<file path="src/rtl/radio_spi_pkg.sv">
// Purpose: shared constants and types of the radio serial configuration port
// Assumes: serial mode 0, most significant bit first
// Notes: status byte = ready flag, state field, saturated FIFO count
package radio_spi_pkg;
    localparam int BYTE_W = 8;
    localparam int ADDR_W = 6;
    localparam int BIT_IDX_W = 3;
    localparam logic [BIT_IDX_W-1:0] LAST_BIT = 3'h7;
    localparam int HDR_RW_BIT = 7;
    localparam int HDR_BURST_BIT = 6;
    localparam logic [ADDR_W-1:0] FIFO_ADDR = 6'h3f;
    localparam logic [ADDR_W-1:0] STROBE_LO = 6'h30;
    localparam logic [ADDR_W-1:0] STROBE_HI = 6'h3d;
    localparam logic [3:0] COUNT_SAT = 4'hf;
    localparam int SYNC_STAGES = 3;
    // Pin order in the synchroniser: serial clock, chip select, serial in
    localparam int PIN_SCLK = 2;
    localparam int PIN_CS = 1;
    localparam int PIN_SI = 0;
    localparam logic [2:0] PIN_RESET = 3'h2;

    typedef enum logic [2:0] {
        ST_IDLE = 3'h0,
        ST_RX = 3'h1,
        ST_TX = 3'h2,
        ST_TX_SYNTH_READY = 3'h3,
        ST_CALIBRATE = 3'h4,
        ST_SETTLING = 3'h5,
        ST_RX_OVERRUN = 3'h6,
        ST_TX_UNDERRUN = 3'h7
    } radio_state_t;

    typedef enum {PH_HEADER, PH_WRITE, PH_READ} phase_t;
endpackage

</file>
<file path="src/rtl/byte_fifo_if.sv">
// Purpose: carrier between the serial port and its transmit byte FIFO
// Assumes: valid and ready handshake on both sides
// Notes: fill side is the serial port, drain side leaves the block
`timescale 1ns/1ps
`default_nettype none
interface byte_fifo_if #(parameter int WIDTH = 8);
    logic [WIDTH-1:0] inData;
    logic inValid;
    logic inReady;
    logic [WIDTH-1:0] outData;
    logic outValid;
    logic outReady;
    modport source (output inData, output inValid, input inReady,
        input outData, input outValid, output outReady);
    modport store (input inData, input inValid, output inReady,
        output outData, output outValid, input outReady);
endinterface
`default_nettype wire

</file>
<file path="src/rtl/radio_spi_config_port.sv">
// Purpose: serial slave port for register, strobe and FIFO access of the radio
// Assumes: serial clock idles low, data sampled on its rising edge
// Notes: pins pass three flip-flops; the serial clock is found by sampling
`timescale 1ns/1ps
`default_nettype none
// Notes on behaviour
// Host rewrites registers differing from defaults
// Slave only; bytes shift MSB first
// Header: rw flag, burst flag, address
// Chip select high abandons partial transfer
// Host waits for data-out low first
// Select while awake drives data-out low
// Host keeps serial clock rate limits
// Blind host waits 150 us at wake
// Status byte shifts out with header and write bytes
// Bit 7 ready flag, low when stable
// Bits 6:4 carry main radio state
// Transitional states may report idle
// Idle keeps oscillator and core powered
// Host changes frequency only in idle
// Count: rx bytes if read, else free
// Count saturates at fifteen
// Host drains rx then flushes on overrun; the bench flushes rx on overrun without draining it first
// Host flushes tx on underrun
// Idle is 000, synth ready 011
// Burst address increments per completed byte
// Address 0x3F maps to the data FIFOs
module radio_spi_config_port import radio_spi_pkg::*; #(
    parameter int CNT_W = 7,
    parameter int FIFO_DEPTH = 8
) (
    input wire logic sys_clk,
    input wire logic reset_n,
    input wire logic serialClk,
    input wire logic chipSelectN,
    input wire logic serialIn,
    output logic serialOut,
    output logic serialOutEn,
    input wire logic crystalStable,
    input wire radio_state_t radioState,
    input wire logic transitional,
    input wire logic [CNT_W-1:0] rxCount,
    input wire logic [CNT_W-1:0] txFree,
    output logic [ADDR_W-1:0] regAddr,
    output logic [BYTE_W-1:0] regWrData,
    output logic regWr,
    output logic regRd,
    input wire logic [BYTE_W-1:0] regRdData,
    output logic cmdStrobe,
    output logic cmdRw,
    output logic [BYTE_W-1:0] txData,
    output logic txValid,
    input wire logic txReady,
    output logic txDropped
);
    if (CNT_W < 4) begin : g_bad_cnt
        $error("radio_spi_config_port: CNT_W must be at least 4");
    end

    // Pin synchronisers: a level changes once stages two and three agree
    logic [2:0] pinRaw, s1_q, s2_q, s3_q, lvl_q;
    assign pinRaw = {serialClk, chipSelectN, serialIn};
    for (genvar i = 0; i < $bits(pinRaw); i++) begin : g_sync
        always_ff @(posedge sys_clk or negedge reset_n) begin
            if (!reset_n) begin
                s1_q[i] <= PIN_RESET[i];
                s2_q[i] <= PIN_RESET[i];
                s3_q[i] <= PIN_RESET[i];
                lvl_q[i] <= PIN_RESET[i];
            end else begin
                s1_q[i] <= pinRaw[i];
                s2_q[i] <= s1_q[i];
                s3_q[i] <= s2_q[i];
                if (s2_q[i] == s3_q[i]) begin
                    lvl_q[i] <= s3_q[i];
                end
            end
        end
    end

    logic sclkRise, sclkFall, csLow, siBit;
    assign sclkRise = !lvl_q[PIN_SCLK] && s2_q[PIN_SCLK] && s3_q[PIN_SCLK];
    assign sclkFall = lvl_q[PIN_SCLK] && !s2_q[PIN_SCLK] && !s3_q[PIN_SCLK];
    assign csLow = !lvl_q[PIN_CS];
    assign siBit = s3_q[PIN_SI];

    phase_t phase_q;
    logic [BIT_IDX_W-1:0] bitIdx_q;
    logic [BYTE_W-2:0] rxShift_q;
    logic hdrRw_q, burst_q, started_q;
    logic [ADDR_W-1:0] addr_q;
    logic [BYTE_W-1:0] readData_q;
    logic byteDone, isStrobe, fifoAddr, wantRd;
    logic [BYTE_W-1:0] inByte, statusByte, curByte;
    logic [ADDR_W-1:0] nextAddr;
    logic [2:0] stateField;
    logic [CNT_W-1:0] rawCount;
    logic [3:0] satCount;
    byte_fifo_if #(.WIDTH(BYTE_W)) txq ();
    logic pushValid_q;
    logic [BYTE_W-1:0] pushData_q;

    assign byteDone = csLow && sclkRise && bitIdx_q == LAST_BIT;
    assign inByte = {rxShift_q, siBit};
    assign isStrobe = !inByte[HDR_BURST_BIT] && inByte[ADDR_W-1:0] >= STROBE_LO
        && inByte[ADDR_W-1:0] <= STROBE_HI;
    assign fifoAddr = addr_q == FIFO_ADDR;

    assign nextAddr = (phase_q == PH_HEADER) ? inByte[ADDR_W-1:0]
        : (fifoAddr ? addr_q : addr_q + 1'b1);
    assign wantRd = (phase_q == PH_HEADER && inByte[HDR_RW_BIT] && !isStrobe)
        || (phase_q == PH_READ && burst_q);

    // Status byte is rebuilt live so the count follows the header's rw flag
    always_comb begin
        stateField = radioState;
        if (transitional && (radioState == ST_CALIBRATE || radioState == ST_SETTLING)) begin
            stateField = ST_IDLE;
        end
        rawCount = hdrRw_q ? rxCount : txFree;
        satCount = (rawCount >= CNT_W'(COUNT_SAT)) ? COUNT_SAT : rawCount[3:0];
        statusByte = {!crystalStable, stateField, satCount};
        curByte = (phase_q == PH_READ) ? readData_q : statusByte;
    end

    // Frame sequencing: header, then data bytes; select high restarts it
    always_ff @(posedge sys_clk or negedge reset_n) begin
        if (!reset_n) begin
            phase_q <= PH_HEADER;
            bitIdx_q <= '0;
            rxShift_q <= '0;
            hdrRw_q <= 1'b0;
            burst_q <= 1'b0;
            addr_q <= '0;
            started_q <= 1'b0;
        end else if (!csLow) begin
            phase_q <= PH_HEADER;
            bitIdx_q <= '0;
            started_q <= 1'b0;
        end else if (sclkRise) begin
            bitIdx_q <= bitIdx_q + 1'b1;
            rxShift_q <= inByte[BYTE_W-2:0];
            started_q <= 1'b1;
            if (phase_q == PH_HEADER && bitIdx_q == '0) begin
                hdrRw_q <= siBit;
            end
            if (bitIdx_q == LAST_BIT) begin
                addr_q <= nextAddr;
                if (phase_q == PH_HEADER) begin
                    burst_q <= inByte[HDR_BURST_BIT];
                    if (!isStrobe) begin
                        phase_q <= inByte[HDR_RW_BIT] ? PH_READ : PH_WRITE;
                    end
                end else if (!burst_q) begin
                    phase_q <= PH_HEADER;
                end
            end
        end
    end

    // Requests toward the core, issued only for completed bytes
    always_ff @(posedge sys_clk or negedge reset_n) begin
        if (!reset_n) begin
            regWr <= 1'b0;
            regRd <= 1'b0;
            cmdStrobe <= 1'b0;
            cmdRw <= 1'b0;
            regAddr <= '0;
            regWrData <= '0;
            pushValid_q <= 1'b0;
            pushData_q <= '0;
        end else begin
            regWr <= byteDone && phase_q == PH_WRITE && !fifoAddr;
            pushValid_q <= byteDone && phase_q == PH_WRITE && fifoAddr;
            regRd <= byteDone && wantRd;
            cmdStrobe <= byteDone && phase_q == PH_HEADER && isStrobe;
            if (byteDone) begin
                regAddr <= (phase_q == PH_WRITE) ? addr_q : nextAddr;
                regWrData <= inByte;
                pushData_q <= inByte;
                cmdRw <= inByte[HDR_RW_BIT];
            end
        end
    end

    always_ff @(posedge sys_clk or negedge reset_n) begin
        if (!reset_n) begin
            readData_q <= '0;
        end else if (regRd) begin
            readData_q <= regRdData;
        end
    end

    // Data out: refreshed until the first clock, then changes on falling edges
    always_ff @(posedge sys_clk or negedge reset_n) begin
        if (!reset_n) begin
            serialOut <= 1'b0;
            serialOutEn <= 1'b0;
        end else if (!csLow) begin
            serialOut <= 1'b0;
            serialOutEn <= 1'b0;
        end else begin
            serialOutEn <= 1'b1;
            if (sclkFall || (!started_q && !lvl_q[PIN_SCLK])) begin
                serialOut <= curByte[~bitIdx_q];
            end
        end
    end

    // A full FIFO drops the byte and flags it for one cycle
    always_ff @(posedge sys_clk or negedge reset_n) begin
        if (!reset_n) begin
            txDropped <= 1'b0;
        end else begin
            txDropped <= pushValid_q && !txq.inReady;
        end
    end

    assign txq.inValid = pushValid_q;
    assign txq.inData = pushData_q;
    assign txq.outReady = txReady;
    assign txData = txq.outData;
    assign txValid = txq.outValid;

    byte_fifo #(.WIDTH(BYTE_W), .DEPTH(FIFO_DEPTH)) u_txq (
        .sys_clk(sys_clk),
        .reset_n(reset_n),
        .port(txq.store)
    );
endmodule // radio_spi_config_port
`default_nettype wire

</file>
<file path="src/rtl/byte_fifo.sv">
// Purpose: small FIFO with registered read data for transmit bytes
// Assumes: DEPTH is a power of two, at least 2
// Notes: words pass the memory and then an output register; both count toward DEPTH
`timescale 1ns/1ps
`default_nettype none
module byte_fifo #(
    parameter int WIDTH = 8,
    parameter int DEPTH = 8
) (
    input wire logic sys_clk,
    input wire logic reset_n,
    byte_fifo_if.store port
);
    localparam int PTR_W = $clog2(DEPTH);
    localparam logic [PTR_W:0] DEPTH_CNT = (PTR_W+1)'(DEPTH);

    if (DEPTH < 2 || (1 << PTR_W) != DEPTH) begin : g_bad_depth
        $error("byte_fifo: DEPTH must be a power of two of at least 2");
    end

    logic [WIDTH-1:0] mem [DEPTH];
    logic [PTR_W-1:0] wrPtr_q, rdPtr_q;
    logic [PTR_W:0] count_q;
    logic [WIDTH-1:0] outData_q;
    logic outValid_q;
    logic doIn, loadOut;

    assign doIn = port.inValid && port.inReady;
    assign loadOut = (!outValid_q || port.outReady) && (count_q != '0);
    // The output register holds a word too, so full means DEPTH words in all
    assign port.inReady = (count_q + (PTR_W+1)'(outValid_q)) != DEPTH_CNT;
    assign port.outData = outData_q;
    assign port.outValid = outValid_q;

    always_ff @(posedge sys_clk) begin
        if (doIn) begin
            mem[wrPtr_q] <= port.inData;
        end
    end

    always_ff @(posedge sys_clk or negedge reset_n) begin
        if (!reset_n) begin
            wrPtr_q <= '0;
            rdPtr_q <= '0;
            count_q <= '0;
        end else begin
            if (doIn) begin
                wrPtr_q <= wrPtr_q + 1'b1;
            end
            if (loadOut) begin
                rdPtr_q <= rdPtr_q + 1'b1;
            end
            count_q <= count_q + (PTR_W+1)'(doIn) - (PTR_W+1)'(loadOut);
        end
    end

    // Output register drains the memory whenever it is empty or being taken
    always_ff @(posedge sys_clk or negedge reset_n) begin
        if (!reset_n) begin
            outData_q <= '0;
            outValid_q <= 1'b0;
        end else if (loadOut) begin
            outData_q <= mem[rdPtr_q];
            outValid_q <= 1'b1;
        end else if (port.outReady) begin
            outValid_q <= 1'b0;
        end
    end
endmodule // byte_fifo
`default_nettype wire

</file>
<file path="config.mk">
export PLATFORM = sky130hd
export DESIGN_NAME = radio_spi_config_port
export DESIGN_NICKNAME = d
export VERILOG_FILES = /design/src/rtl/radio_spi_pkg.sv /design/src/rtl/byte_fifo_if.sv /design/src/rtl/radio_spi_config_port.sv /design/src/rtl/byte_fifo.sv
export SDC_FILE = /design/constraint.sdc
export NUM_CORES = 1
export LEC_CHECK = 0
export BUFFER_PORTS_ARGS = -buffer_cell sky130_fd_sc_hd__buf_2
export CORE_MARGIN = 3
export CORE_UTILIZATION = 41
export DETAILED_ROUTE_END_ITERATION = 8
export MAX_ROUTING_LAYER = met4
export SYNTH_ARGS = -nofsm -noshare
export SYNTH_HDL_FRONTEND = slang
export SYNTH_SLANG_ARGS = --single-unit
</file>
<file path="constraint.sdc">
create_clock -name sys_clk -period 3.4 [get_ports sys_clk]
set_input_delay 0.51 -clock sys_clk [delete_from_list [all_inputs] [get_ports sys_clk]]
set_output_delay 0.51 -clock sys_clk [all_outputs]
set_load 0.03 [all_outputs]
</file>
==> results.json, run 1 <==
{
  "outcome": "completed",
  "via_per_inst": 5.19,
  "io_buffer_count": 62,
  "max-slew-margin-rel_pct": 49.2,
  "cts.repair_timing.setup_buffer_count": 0,
  "postSynthRegisterBits": 144,
  "final_core_utilization_pct": 49.5,
  "tritoncts": "done",
  "seq_area_frac_synth_pct": 63.7,
  "dieArea_um2": 16600,
  "grt_remaining_overflow": 0,
  "finish.net_count": 547,
  "final_setup_skew_ns": 0.0117,
  "ys.warnings.count": 0,
  "drt_iter0_drc": 209,
  "final_cell_area_um2": 7240,
  "route.detailed.wl_per_inst_um": 17.1,
  "final_antenna_net_count": 0,
  "met1_usage_pct": 21.3,
  "grt_antenna_before_repair": 0,
  "globalRoute.busiestLayer": "met2",
  "rsz_0062_raised_after_global_routing": "false",
  "clkSlewWorstSetupHoldPaths_ns": 0.06,
  "number_of_buffers_added_by_the_clock_tree_synthesis_step": 17,
  "critical_path_buf_inv_count": 1,
  "cts_repair_resize_count": 0,
  "syn-num-nets": 479,
  "num_rows": 44,
  "worst_setup_path_category": "flip-flop to flip-flop",
  "wl_mm": 11.9,
  "post-dp-hpwl_mm": 8.16,
  "peakVddDrop_mv": 0.340,
  "yosys.area.top_type": "sky130_fd_sc_hd__edfxtp_1",
  "global_route.usage.met3_pct": 4.52,
  "place_congestion": 0.836,
  "ys.flop_type": "sky130_fd_sc_hd__dfrtp_1",
  "reg2reg_depth": 8,
  "maxCapViolations": 0,
  "async_reset_ff_share_pct": 55.6,
  "areaGrowthSynthToFinish_pct": 17.4,
  "yosys-top-cells-area": "sky130_fd_sc_hd__edfxtp_1, sky130_fd_sc_hd__dfrtp_1, sky130_fd_sc_hd__mux4_2, sky130_fd_sc_hd__mux2_2, sky130_fd_sc_hd__ha_1",
  "hold_viol_final": 0,
  "timing.critical_path.required_ns": 3.45,
  "fmax_mhz": 376,
  "dieWidth_um": 129,
  "detailedRoute.firstPassIterationCount": 4,
  "number_of_flops_mapped_to_enable_cells_by_yosys": 64,
  "synth_top_area_share_pct": 31.2,
  "layout.cells.most_common": "sky130_fd_sc_hd__dfrtp_1",
  "power.density_cell_area_nw_per_um2": 643,
  "detailroute.via_count": 3615,
  "maximum_number_of_pins_on_one_net_before_global_route_repair": 33,
  "placement.cell_area_um2": 6660,
  "placed_cells": 664,
  "synth.avg_cell_area_um2": 14.3,
  "num_antenna_cells": 0,
  "grtUsageMet2_pct": 24.2,
  "timing.critical_path.slowest_stage_cell": "sky130_fd_sc_hd__nor2_1",
  "final_period_minus_worst_setup_slack_ns": 2.66,
  "starting_density_pct": 42.1,
  "first_pass_grt_wire_length_mm": 19.7,
  "synthesis.instances": 431,
  "layout.cells.non_filler": 696,
  "ctsHtreeMaxLevel": 4,
  "cts-hold-fix-buffers": 0,
  "number_of_setup_violations_in_the_final_report": 0,
  "crit_chain": "ha_1 -> ha_1 -> nor2_1 -> o211ai_1 -> nand2_1 -> inv_1 -> nand2_1 -> nor2_1",
  "worstReg2RegEnd": "u_txq.mem[5][3]",
  "cp-start-kind": "flip-flop",
  "final_cell_mix": "sky130_fd_sc_hd__dfrtp_1, sky130_fd_sc_hd__edfxtp_1, sky130_fd_sc_hd__buf_2",
  "worst_pin_slew_ns": 0.759,
  "critPathMaxStageDelay_ns": 0.63,
  "power_leakage_uw": 0.00310,
  "die_h_um": 129,
  "clock_root_buffer": "sky130_fd_sc_hd__clkbuf_16",
  "post_route_cells_drive_above_1_share_pct": 31.1,
  "grt_pass1_vias": 3735,
  "cts_num_sinks": 144,
  "worst-r2r-setup-slack_ns": 0.74,
  "global_router_s_overall_resource_usage_pct": 16.1,
  "unique_cell_type_count_in_the_yosys_netlist": 53,
  "floorplan.core_area_um2": 14600,
  "final-max-slew-violation-count": 0,
  "setup_tns_ns": 0,
  "num_io_pins": 63,
  "reg2reg_from": "u_txq.port.outValid",
  "fill_cells": 1285,
  "clk-insertion-delay-late_ns": 0.42,
  "finalCritPeriodShare_pct": 78.3,
  "drc_errors": 0,
  "critPathMaxFanout": 8,
  "hold_class": "primary input to asynchronous set/reset pin",
  "timing.critical_path.to_type": "flip-flop",
  "syn-cell-area_um2": 6170,
  "cp.arrival_ns": 2.71,
  "critPathTopFamily": "simple AND/OR/NAND/NOR gates",
  "ctsLongestPathBuffers": 2
}
[area by class of cell]
class	instances	area [um2]	share of cell area [%]
Tap cell	184	230	3.18
Timing Repair Buffer	71	380	5.25
Clock buffer	18	429	5.92
Sequential cell	144	3930	54.2
Clock inverter	14	158	2.18
Multi-Input combinational cell	248	2050	28.4
Inverter	17	63.8	0.881
[metal layers]
metal / routed length, um / part of all wire (%) / vias to the layer above
met3: 562 / 4.7 / 10
met5: 0 / 0 / -
met1: 5430 / 46 / 1795
met4: 144 / 1.2 / 0
li1: - / - / 1717
met2: 5730 / 48 / 93
[state kept, by name, indices dropped and copies added, names as in the netlist, 3 cells and up]
signal / count
addr_q: 6
bitIdx_q: 3
pushData_q: 7
readData_q: 8
regAddr: 6
rxShift_q: 7
s1_q: 3
s2_q: 3
u_txq.count_q: 4
u_txq.mem: 64
u_txq.port.outData: 8
u_txq.rdPtr_q: 3
u_txq.wrPtr_q: 3
[per-stage QoR]
| step | hold slack [ns] | setup WS, ns | power [uW] |
|---|---|---|---|
| floorplan | 0.214 | 0.821 | 2670 |
| global placement | 0.333 | 0.918 | 2840 |
| detailed placement | 0.339 | 0.761 | 2870 |
| CTS | 0.0306 | 0.703 | 4720 |
| global route | 0.0494 | 0.536 | 4900 |
| finish | 0.0274 | 0.739 | 4660 |
[synthesized netlist by cell type, types with 3 or more instances]
cell type                  number
sky130_fd_sc_hd__nand4b_1       3
sky130_fd_sc_hd__nor3_1         9
sky130_fd_sc_hd__a211oi_1       3
sky130_fd_sc_hd__a21oi_1       23
sky130_fd_sc_hd__inv_1         17
sky130_fd_sc_hd__nor4_1         3
sky130_fd_sc_hd__nand3_1        7
sky130_fd_sc_hd__mux2i_1       13
sky130_fd_sc_hd__mux2_2        27
sky130_fd_sc_hd__a21o_1         4
sky130_fd_sc_hd__edfxtp_1      64
sky130_fd_sc_hd__o21ai_0       13
sky130_fd_sc_hd__mux2_4         4
sky130_fd_sc_hd__nand2b_1       4
sky130_fd_sc_hd__dfrtp_1       76
sky130_fd_sc_hd__xnor2_1        8
sky130_fd_sc_hd__dfstp_2        4
sky130_fd_sc_hd__mux4_2        19
sky130_fd_sc_hd__clkbuf_1       7
sky130_fd_sc_hd__buf_4          4
sky130_fd_sc_hd__and2_1         3
sky130_fd_sc_hd__nor2_1        37
sky130_fd_sc_hd__buf_2          6
sky130_fd_sc_hd__ha_1          14
sky130_fd_sc_hd__nand2_1       22
[cell families (layout without fill, tap and decap cells)]
logic type | count (synthesis) | after routing | share of synthesized area, %
xor gates and xnor gates | 10 | 10 | 1.42
DFF | 144 | 144 | 63.7
muxes | 63 | 63 | 14.9
and+or+nand+nor | 100 | 100 | 7.77
buffers and inverters | 39 | 120 | 3.00
AOI/OAI and AO/OA | 58 | 58 | 5.68
adders and majority gates | 17 | 17 | 3.49
[worst reg2reg max path, stage by stage (launching register included)]
cell                       delay, ns
sky130_fd_sc_hd__dfrtp_1        0.41
sky130_fd_sc_hd__ha_1           0.25
sky130_fd_sc_hd__ha_1           0.29
sky130_fd_sc_hd__nor2_1         0.04
sky130_fd_sc_hd__o211ai_1       0.12
sky130_fd_sc_hd__nand2_1        0.21
sky130_fd_sc_hd__inv_1          0.17
sky130_fd_sc_hd__nand2_1        0.15
sky130_fd_sc_hd__nor2_1         0.63
[report_power, final]
part	leakage (uW)	switching, uW	internal (uW)
clock	0.000278	750	1090
sequential	0.00166	181	1930
combinational	0.00116	348	357
total	0.00310	1280	3380
[worst max path at each step]
stage,start,to,slack (ns),depth (start not counted)
floorplan,u_txq.port.outValid,u_txq.mem[0][0],0.82,6
global placement,u_txq.port.outValid,u_txq.mem[5][5],0.92,8
detailed placement,u_txq.port.outValid,u_txq.mem[5][2],0.76,8
CTS,u_txq.port.outValid,u_txq.mem[5][0],0.70,8
global route,u_txq.port.outValid,u_txq.mem[5][0],0.54,8
finish,u_txq.port.outValid,u_txq.mem[5][3],0.74,8
Power figures use the tool's default switching activity.
==> inputs of run 2 (changes only) <==
clock period = 2.33 ns   (was 3.4 ns; I/O delays follow)
==> run 2 against run 1 <==
Compared with the run above: register-to-register slack worse by 0.57 ns; final area is 1.5% higher; count of clock-buffer cells in the layout is 6 higher; flip-flop and latch count stayed put; utilization is 0.75 points higher; non-clock buffer count is 10 higher; sequential share of layout area is 0.81 points lower; combinational power is 48% higher; fmax is 23% higher; critical path type unchanged.
==> results.json, run 2 (synthesized netlist as in run 1, its figures left out) <==
{
  "outcome": "completed",
  "reg2reg_depth": 10,
  "detailroute.via_count": 3601,
  "setup_ws_final_ns": 0.173,
  "maximum_number_of_pins_on_one_net_before_global_route_repair": 48,
  "floorplan.core_area_um2": 14600,
  "die_h_um": 129,
  "number_of_setup_violations_in_the_final_report": 0,
  "worst-r2r-setup-slack_ns": 0.17,
  "dieWidth_um": 129,
  "post-dp-hpwl_mm": 7.64,
  "io_buffer_count": 62,
  "timing.critical_path.required_ns": 2.62,
  "via_per_inst": 5.10,
  "critPathMaxFanout": 4,
  "num_io_pins": 63,
  "clkSlewWorstSetupHoldPaths_ns": 0.06,
  "layout.cells.non_filler": 706,
  "grt_pass1_vias": 3946,
  "power_leakage_uw": 0.00316,
  "route.detailed.wl_per_inst_um": 15.6,
  "worst_pin_slew_ns": 0.726,
  "finalCritPeriodShare_pct": 92.6,
  "post_route_cells_drive_above_1_share_pct": 32.8,
  "cp-start-kind": "flip-flop",
  "layout.cells.most_common": "sky130_fd_sc_hd__dfrtp_1",
  "cts_num_sinks": 144,
  "grt_antenna_before_repair": 0,
  "placed_cells": 672,
  "global_router_s_overall_resource_usage_pct": 15.1,
  "grt_remaining_overflow": 0,
  "drt_iter0_drc": 223,
  "final_core_utilization_pct": 50.2,
  "top_register": "u_txq.mem",
  "finish.net_count": 557,
  "largest_register_ffs": 64,
  "rsz_0062_raised_after_global_routing": "false",
  "max-slew-margin-rel_pct": 51.6,
  "final-max-slew-violation-count": 0,
  "final_period_minus_worst_setup_slack_ns": 2.16,
  "worst_setup_path_category": "flip-flop to flip-flop",
  "hold_ws_ns": 0.0337,
  "power.density_cell_area_nw_per_um2": 906,
  "total_power_uw": 6660,
  "detailedRoute.firstPassIterationCount": 4,
  "hold_viol_final": 0,
  "tritoncts": "done",
  "ctsLongestPathBuffers": 2,
  "first_pass_grt_wire_length_mm": 19.2,
  "ctsHtreeMaxLevel": 4,
  "final_cell_mix": "sky130_fd_sc_hd__dfrtp_1, sky130_fd_sc_hd__edfxtp_1, sky130_fd_sc_hd__buf_2",
  "placement.setup.worst_slack_ns": 0.0926,
  "hold-path-cell-count": 1,
  "hold_class": "primary input to flip-flop",
  "final_setup_skew_ns": 0.00561,
  "final_antenna_net_count": 0,
  "number_of_buffers_added_by_the_clock_tree_synthesis_step": 17,
  "clock_root_buffer": "sky130_fd_sc_hd__clkbuf_16",
  "fmax_mhz": 464,
  "timing.critical_path.to_type": "flip-flop",
  "cp.arrival_ns": 2.45,
  "num_antenna_cells": 0,
  "dieArea_um2": 16600,
  "maxCapViolations": 0,
  "starting_density_pct": 42.1,
  "peakVddDrop_mv": 0.526,
  "drc_errors": 0,
  "num_rows": 44,
  "wl_mm": 11.0,
  "place_congestion": 0.825,
  "areaGrowthSynthToFinish_pct": 19.2,
  "clk-insertion-delay-late_ns": 0.41
}
==> run 2: cell count changes in the layout (fill, tap and decap cells not counted), sizes merged <==
cell / delta
buf: +9
bufinv: -2
clkbuf: +6
clkinv: -1
dlygate4sd3: +1
inv: -3
==> run 2: where the power goes <==
part / internal [uW] / switching (uW)
logic: 526 / 512
clock network: 1580 / 975
registers: 2820 / 256
==> run 2: per-stage QoR <==
stage | TNS, ns | cell area, um2
6_report | 0 | 7350
5_1_grt | 0 | 7350
4_1_cts | 0 | 7330
3_5_place_dp | 0 | 6750
3_3_place_gp | 0 | 6750
2_1_floorplan | -3.04 | 6190
==> run 2: repair_timing <==
action                                  CTS  global route
endpoints found under the setup margin    0            11
setup buffers                             0             1
gates resized for setup                   0             1
hold buffers                              1             0
endpoints found under the hold margin    33             0
==> run 2: worst max-delay path, stage by stage (launching register included) <==
cell and delay (ns):
sky130_fd_sc_hd__dfrtp_1 0.41, sky130_fd_sc_hd__ha_1 0.24, sky130_fd_sc_hd__ha_1 0.20, sky130_fd_sc_hd__xnor2_1 0.13
sky130_fd_sc_hd__o211ai_1 0.13, sky130_fd_sc_hd__nand2_1 0.12, sky130_fd_sc_hd__inv_2 0.09, sky130_fd_sc_hd__ha_1 0.16
sky130_fd_sc_hd__inv_1 0.05, sky130_fd_sc_hd__fa_1 0.37, sky130_fd_sc_hd__xnor2_1 0.13
==> run 2: area by class of cell <==
cell class | instances | area (um2)
Clock buffer | 24 | 528
Clock inverter | 8 | 48.8
Fill cell | 1306 | 7290
Inverter | 17 | 63.8
Multi-Input combinational cell | 248 | 2070
Sequential cell | 144 | 3930
Tap cell | 184 | 230
Timing Repair Buffer | 81 | 483
==> run 2: routing by layer <==
| metal | up-vias | track usage [%] | share of wire, % |
|---|---|---|---|
| met5 | - | - | 0 |
| met3 | 13 | 3.86 | 3.4 |
| met1 | 1771 | 18.7 | 46 |
| li1 | 1734 | - | - |
| met4 | 0 | 5.19 | 1.6 |
| met2 | 83 | 24.3 | 49 |
==> run 2: path summary, 6_finish.rpt <==
path | startpoint | endpoint
hold / removal | chipSelectN | s1_q[1]
setup / recovery | u_txq.port.outValid | u_txq.count_q[2]
min in group asynchronous | reset_n | u_txq.port.outData[5]
hold reg to reg | s1_q[0] | s2_q[0]
setup reg to reg | u_txq.port.outValid | u_txq.count_q[2]
max in group asynchronous | reset_n | lvl_q[1]
==> inputs of run 3 (changes only) <==
CORE_UTILIZATION = 46   (was 41)
PLACE_DENSITY = 0.67   (was unset)
==> run 3 against run 2 <==
Compared with the run above: count of clock-buffer cells in the layout shrank 3; worst hold slack lost 0.0042 ns; die area shrank 10%; worst setup slack lost 0.022 ns; first-iteration DRC count shrank 2.7%; largest power group unchanged; cell count shrank 2.4%; register-to-register slack lost 0.02 ns; utilization grew 7.0 points.
==> results.json, run 3 (synthesized netlist as in run 1, its figures left out) <==
{
  "top_register": "u_txq.mem",
  "drt_iter0_drc": 217,
  "clk-insertion-delay-late_ns": 0.42,
  "dieWidth_um": 122,
  "post_route_cells_drive_above_1_share_pct": 31.5,
  "clock_root_buffer": "sky130_fd_sc_hd__clkbuf_16",
  "critPathMaxFanout": 3,
  "reg2reg_from": "u_txq.count_q[2]",
  "final_period_minus_worst_setup_slack_ns": 2.18,
  "route.detailed.wl_per_inst_um": 16.4,
  "worst_setup_path_category": "flip-flop to flip-flop",
  "final_setup_skew_ns": 0.0120,
  "number_of_buffers_added_by_the_clock_tree_synthesis_step": 17,
  "dieArea_um2": 14800,
  "wl_mm": 11.3,
  "clock_share_of_power_pct": 41.8,
  "reg2reg_depth": 10,
  "placement.setup.worst_slack_ns": 0.164,
  "place_congestion": 0.804,
  "cts_num_sinks": 144,
  "power.density_cell_area_nw_per_um2": 958,
  "io_buffer_count": 62,
  "hold-path-cell-count": 1,
  "final_antenna_net_count": 0,
  "num_antenna_cells": 0,
  "largest_register_ffs": 64,
  "fmax_mhz": 459,
  "cp-start-kind": "flip-flop",
  "critPathMaxStageDelay_ns": 0.48,
  "setup_tns_ns": 0,
  "cts.repair_timing.setup_buffer_count": 0,
  "maxCapViolations": 0,
  "worstHoldStart": "chipSelectN",
  "clkSlewWorstSetupHoldPaths_ns": 0.06,
  "outcome": "completed",
  "cp.arrival_ns": 2.50,
  "cp_common_cell": "sky130_fd_sc_hd__inv_1",
  "crit_chain": "inv_1 -> ha_1 -> and3_1 -> a21oi_1 -> ha_1 -> inv_1 -> ha_1 -> inv_1 -> fa_1 -> inv_1",
  "num_io_pins": 63,
  "layout.cells.most_common": "sky130_fd_sc_hd__dfrtp_1",
  "max-slew-margin-rel_pct": 50.6,
  "grt_remaining_overflow": 0,
  "rsz_0062_raised_after_global_routing": "false",
  "grt_antenna_before_repair": 0,
  "worst_pin_slew_ns": 0.741,
  "finalCritPeriodShare_pct": 93.5,
  "grt_pass1_vias": 3629,
  "total_power_uw": 7060,
  "fill_cells": 1008,
  "cts_repair_resize_count": 0,
  "timing.critical_path.slowest_stage_cell": "sky130_fd_sc_hd__fa_1",
  "setup_ws_final_ns": 0.151,
  "power_leakage_uw": 0.00317,
  "p_int_uw": 5290,
  "die_h_um": 122,
  "global_router_s_overall_resource_usage_pct": 16.9,
  "ctsHtreeMaxLevel": 4,
  "maximum_number_of_pins_on_one_net_before_global_route_repair": 47,
  "timing.critical_path.to_type": "flip-flop",
  "final_cell_mix": "sky130_fd_sc_hd__dfrtp_1, sky130_fd_sc_hd__edfxtp_1, sky130_fd_sc_hd__buf_2",
  "areaGrowthSynthToFinish_pct": 19.5,
  "min_delay_worst_endpoint": "s1_q[1]",
  "first_pass_grt_wire_length_mm": 18.6,
  "ctsLongestPathBuffers": 2,
  "number_of_setup_violations_in_the_final_report": 0,
  "post-dp-hpwl_mm": 7.63,
  "power.combinational.fraction_pct": 14.7,
  "swShare_pct": 25.1,
  "via_per_inst": 5.25,
  "detailedRoute.firstPassIterationCount": 4,
  "final_core_utilization_pct": 57.3,
  "final-max-slew-violation-count": 0,
  "pwr-share-seq_pct": 43.6,
  "floorplan.core_area_um2": 12900,
  "starting_density_pct": 47.9,
  "num_rows": 41,
  "worst-r2r-setup-slack_ns": 0.15,
  "hold_viol_final": 0,
  "tritoncts": "done",
  "drc_errors": 0,
  "peakVddDrop_mv": 0.563,
  "hold_class": "primary input to flip-flop",
  "detailroute.via_count": 3619,
  "worstReg2RegEnd": "u_txq.count_q[1]",
  "power_switching_uw": 1770,
  "finish.net_count": 552,
  "timing.critical_path.required_ns": 2.65
}
run 3: worst max-delay path by stage:
stage / start / endpoint / cells past startpoint
global placement: u_txq.port.outValid / u_txq.count_q[1] / 10
CTS: u_txq.port.outValid / u_txq.mem[4][1] / 8
finish: u_txq.count_q[2] / u_txq.count_q[1] / 10
global route: u_txq.port.outValid / u_txq.mem[4][2] / 8
floorplan: u_txq.port.outValid / u_txq.mem[1][0] / 6
detailed placement: u_txq.port.outValid / u_txq.mem[4][3] / 8
run 3: repair_timing:
item	in CTS	in global routing
setup endpoints to repair	0	0
hold buffers	1	0
endpoints found under the hold margin	31	0
run 3: final cells by class:
| type | instances | area (um2) | area share [%] |
|---|---|---|---|
| sequential | 144 | 3930 | 53.3 |
| multi-input combinational | 248 | 2070 | 28.1 |
| clock buffer | 21 | 460 | 6.24 |
| timing repair buffer | 76 | 445 | 6.04 |
| tap | 172 | 215 | 2.92 |
| clock inverter | 11 | 188 | 2.55 |
| inverter | 17 | 63.8 | 0.865 |
run 3: power by group through the flow:
stage	Clock (uW)	Combinational, uW	Sequential (uW)
global route	3120	1160	3120
CTS	3010	1050	3090
detailed placement	0	1040	3130
finish	2950	1040	3080
floorplan	0	837	3060
global placement	0	1000	3120
run 3: stage by stage:
stage,std cells,instance area (um2),hold WS [ns]
floorplan,431,6190,0.0539
global placement,656,6720,0.334
detailed placement,656,6720,0.335
CTS,689,7370,0.0123
global route,689,7370,0.0120
finish,689,7370,0.0295
run 3: worst max-delay path, delay by kind of cell (launching register included):
| kind | cells | cell delay, ns |
|---|---|---|
| simple gates | 1 | 0.16 |
| compound gates | 1 | 0.19 |
| fa+ha+maj | 4 | 1.09 |
| buf+inv | 4 | 0.25 |
| flops | 1 | 0.39 |
run 3: metal layers:
| metal | up-vias | share of wire [%] | GRT usage [%] | routed length, um |
|---|---|---|---|---|
| met5 | - | 0 | - | 0 |
| met3 | 11 | 3.6 | 4.64 | 401 |
| met2 | 66 | 49 | 26.1 | 5580 |
| met4 | 0 | 1.4 | 6.86 | 160 |
| met1 | 1805 | 46 | 21.3 | 5150 |
| li1 | 1737 | - | - | - |
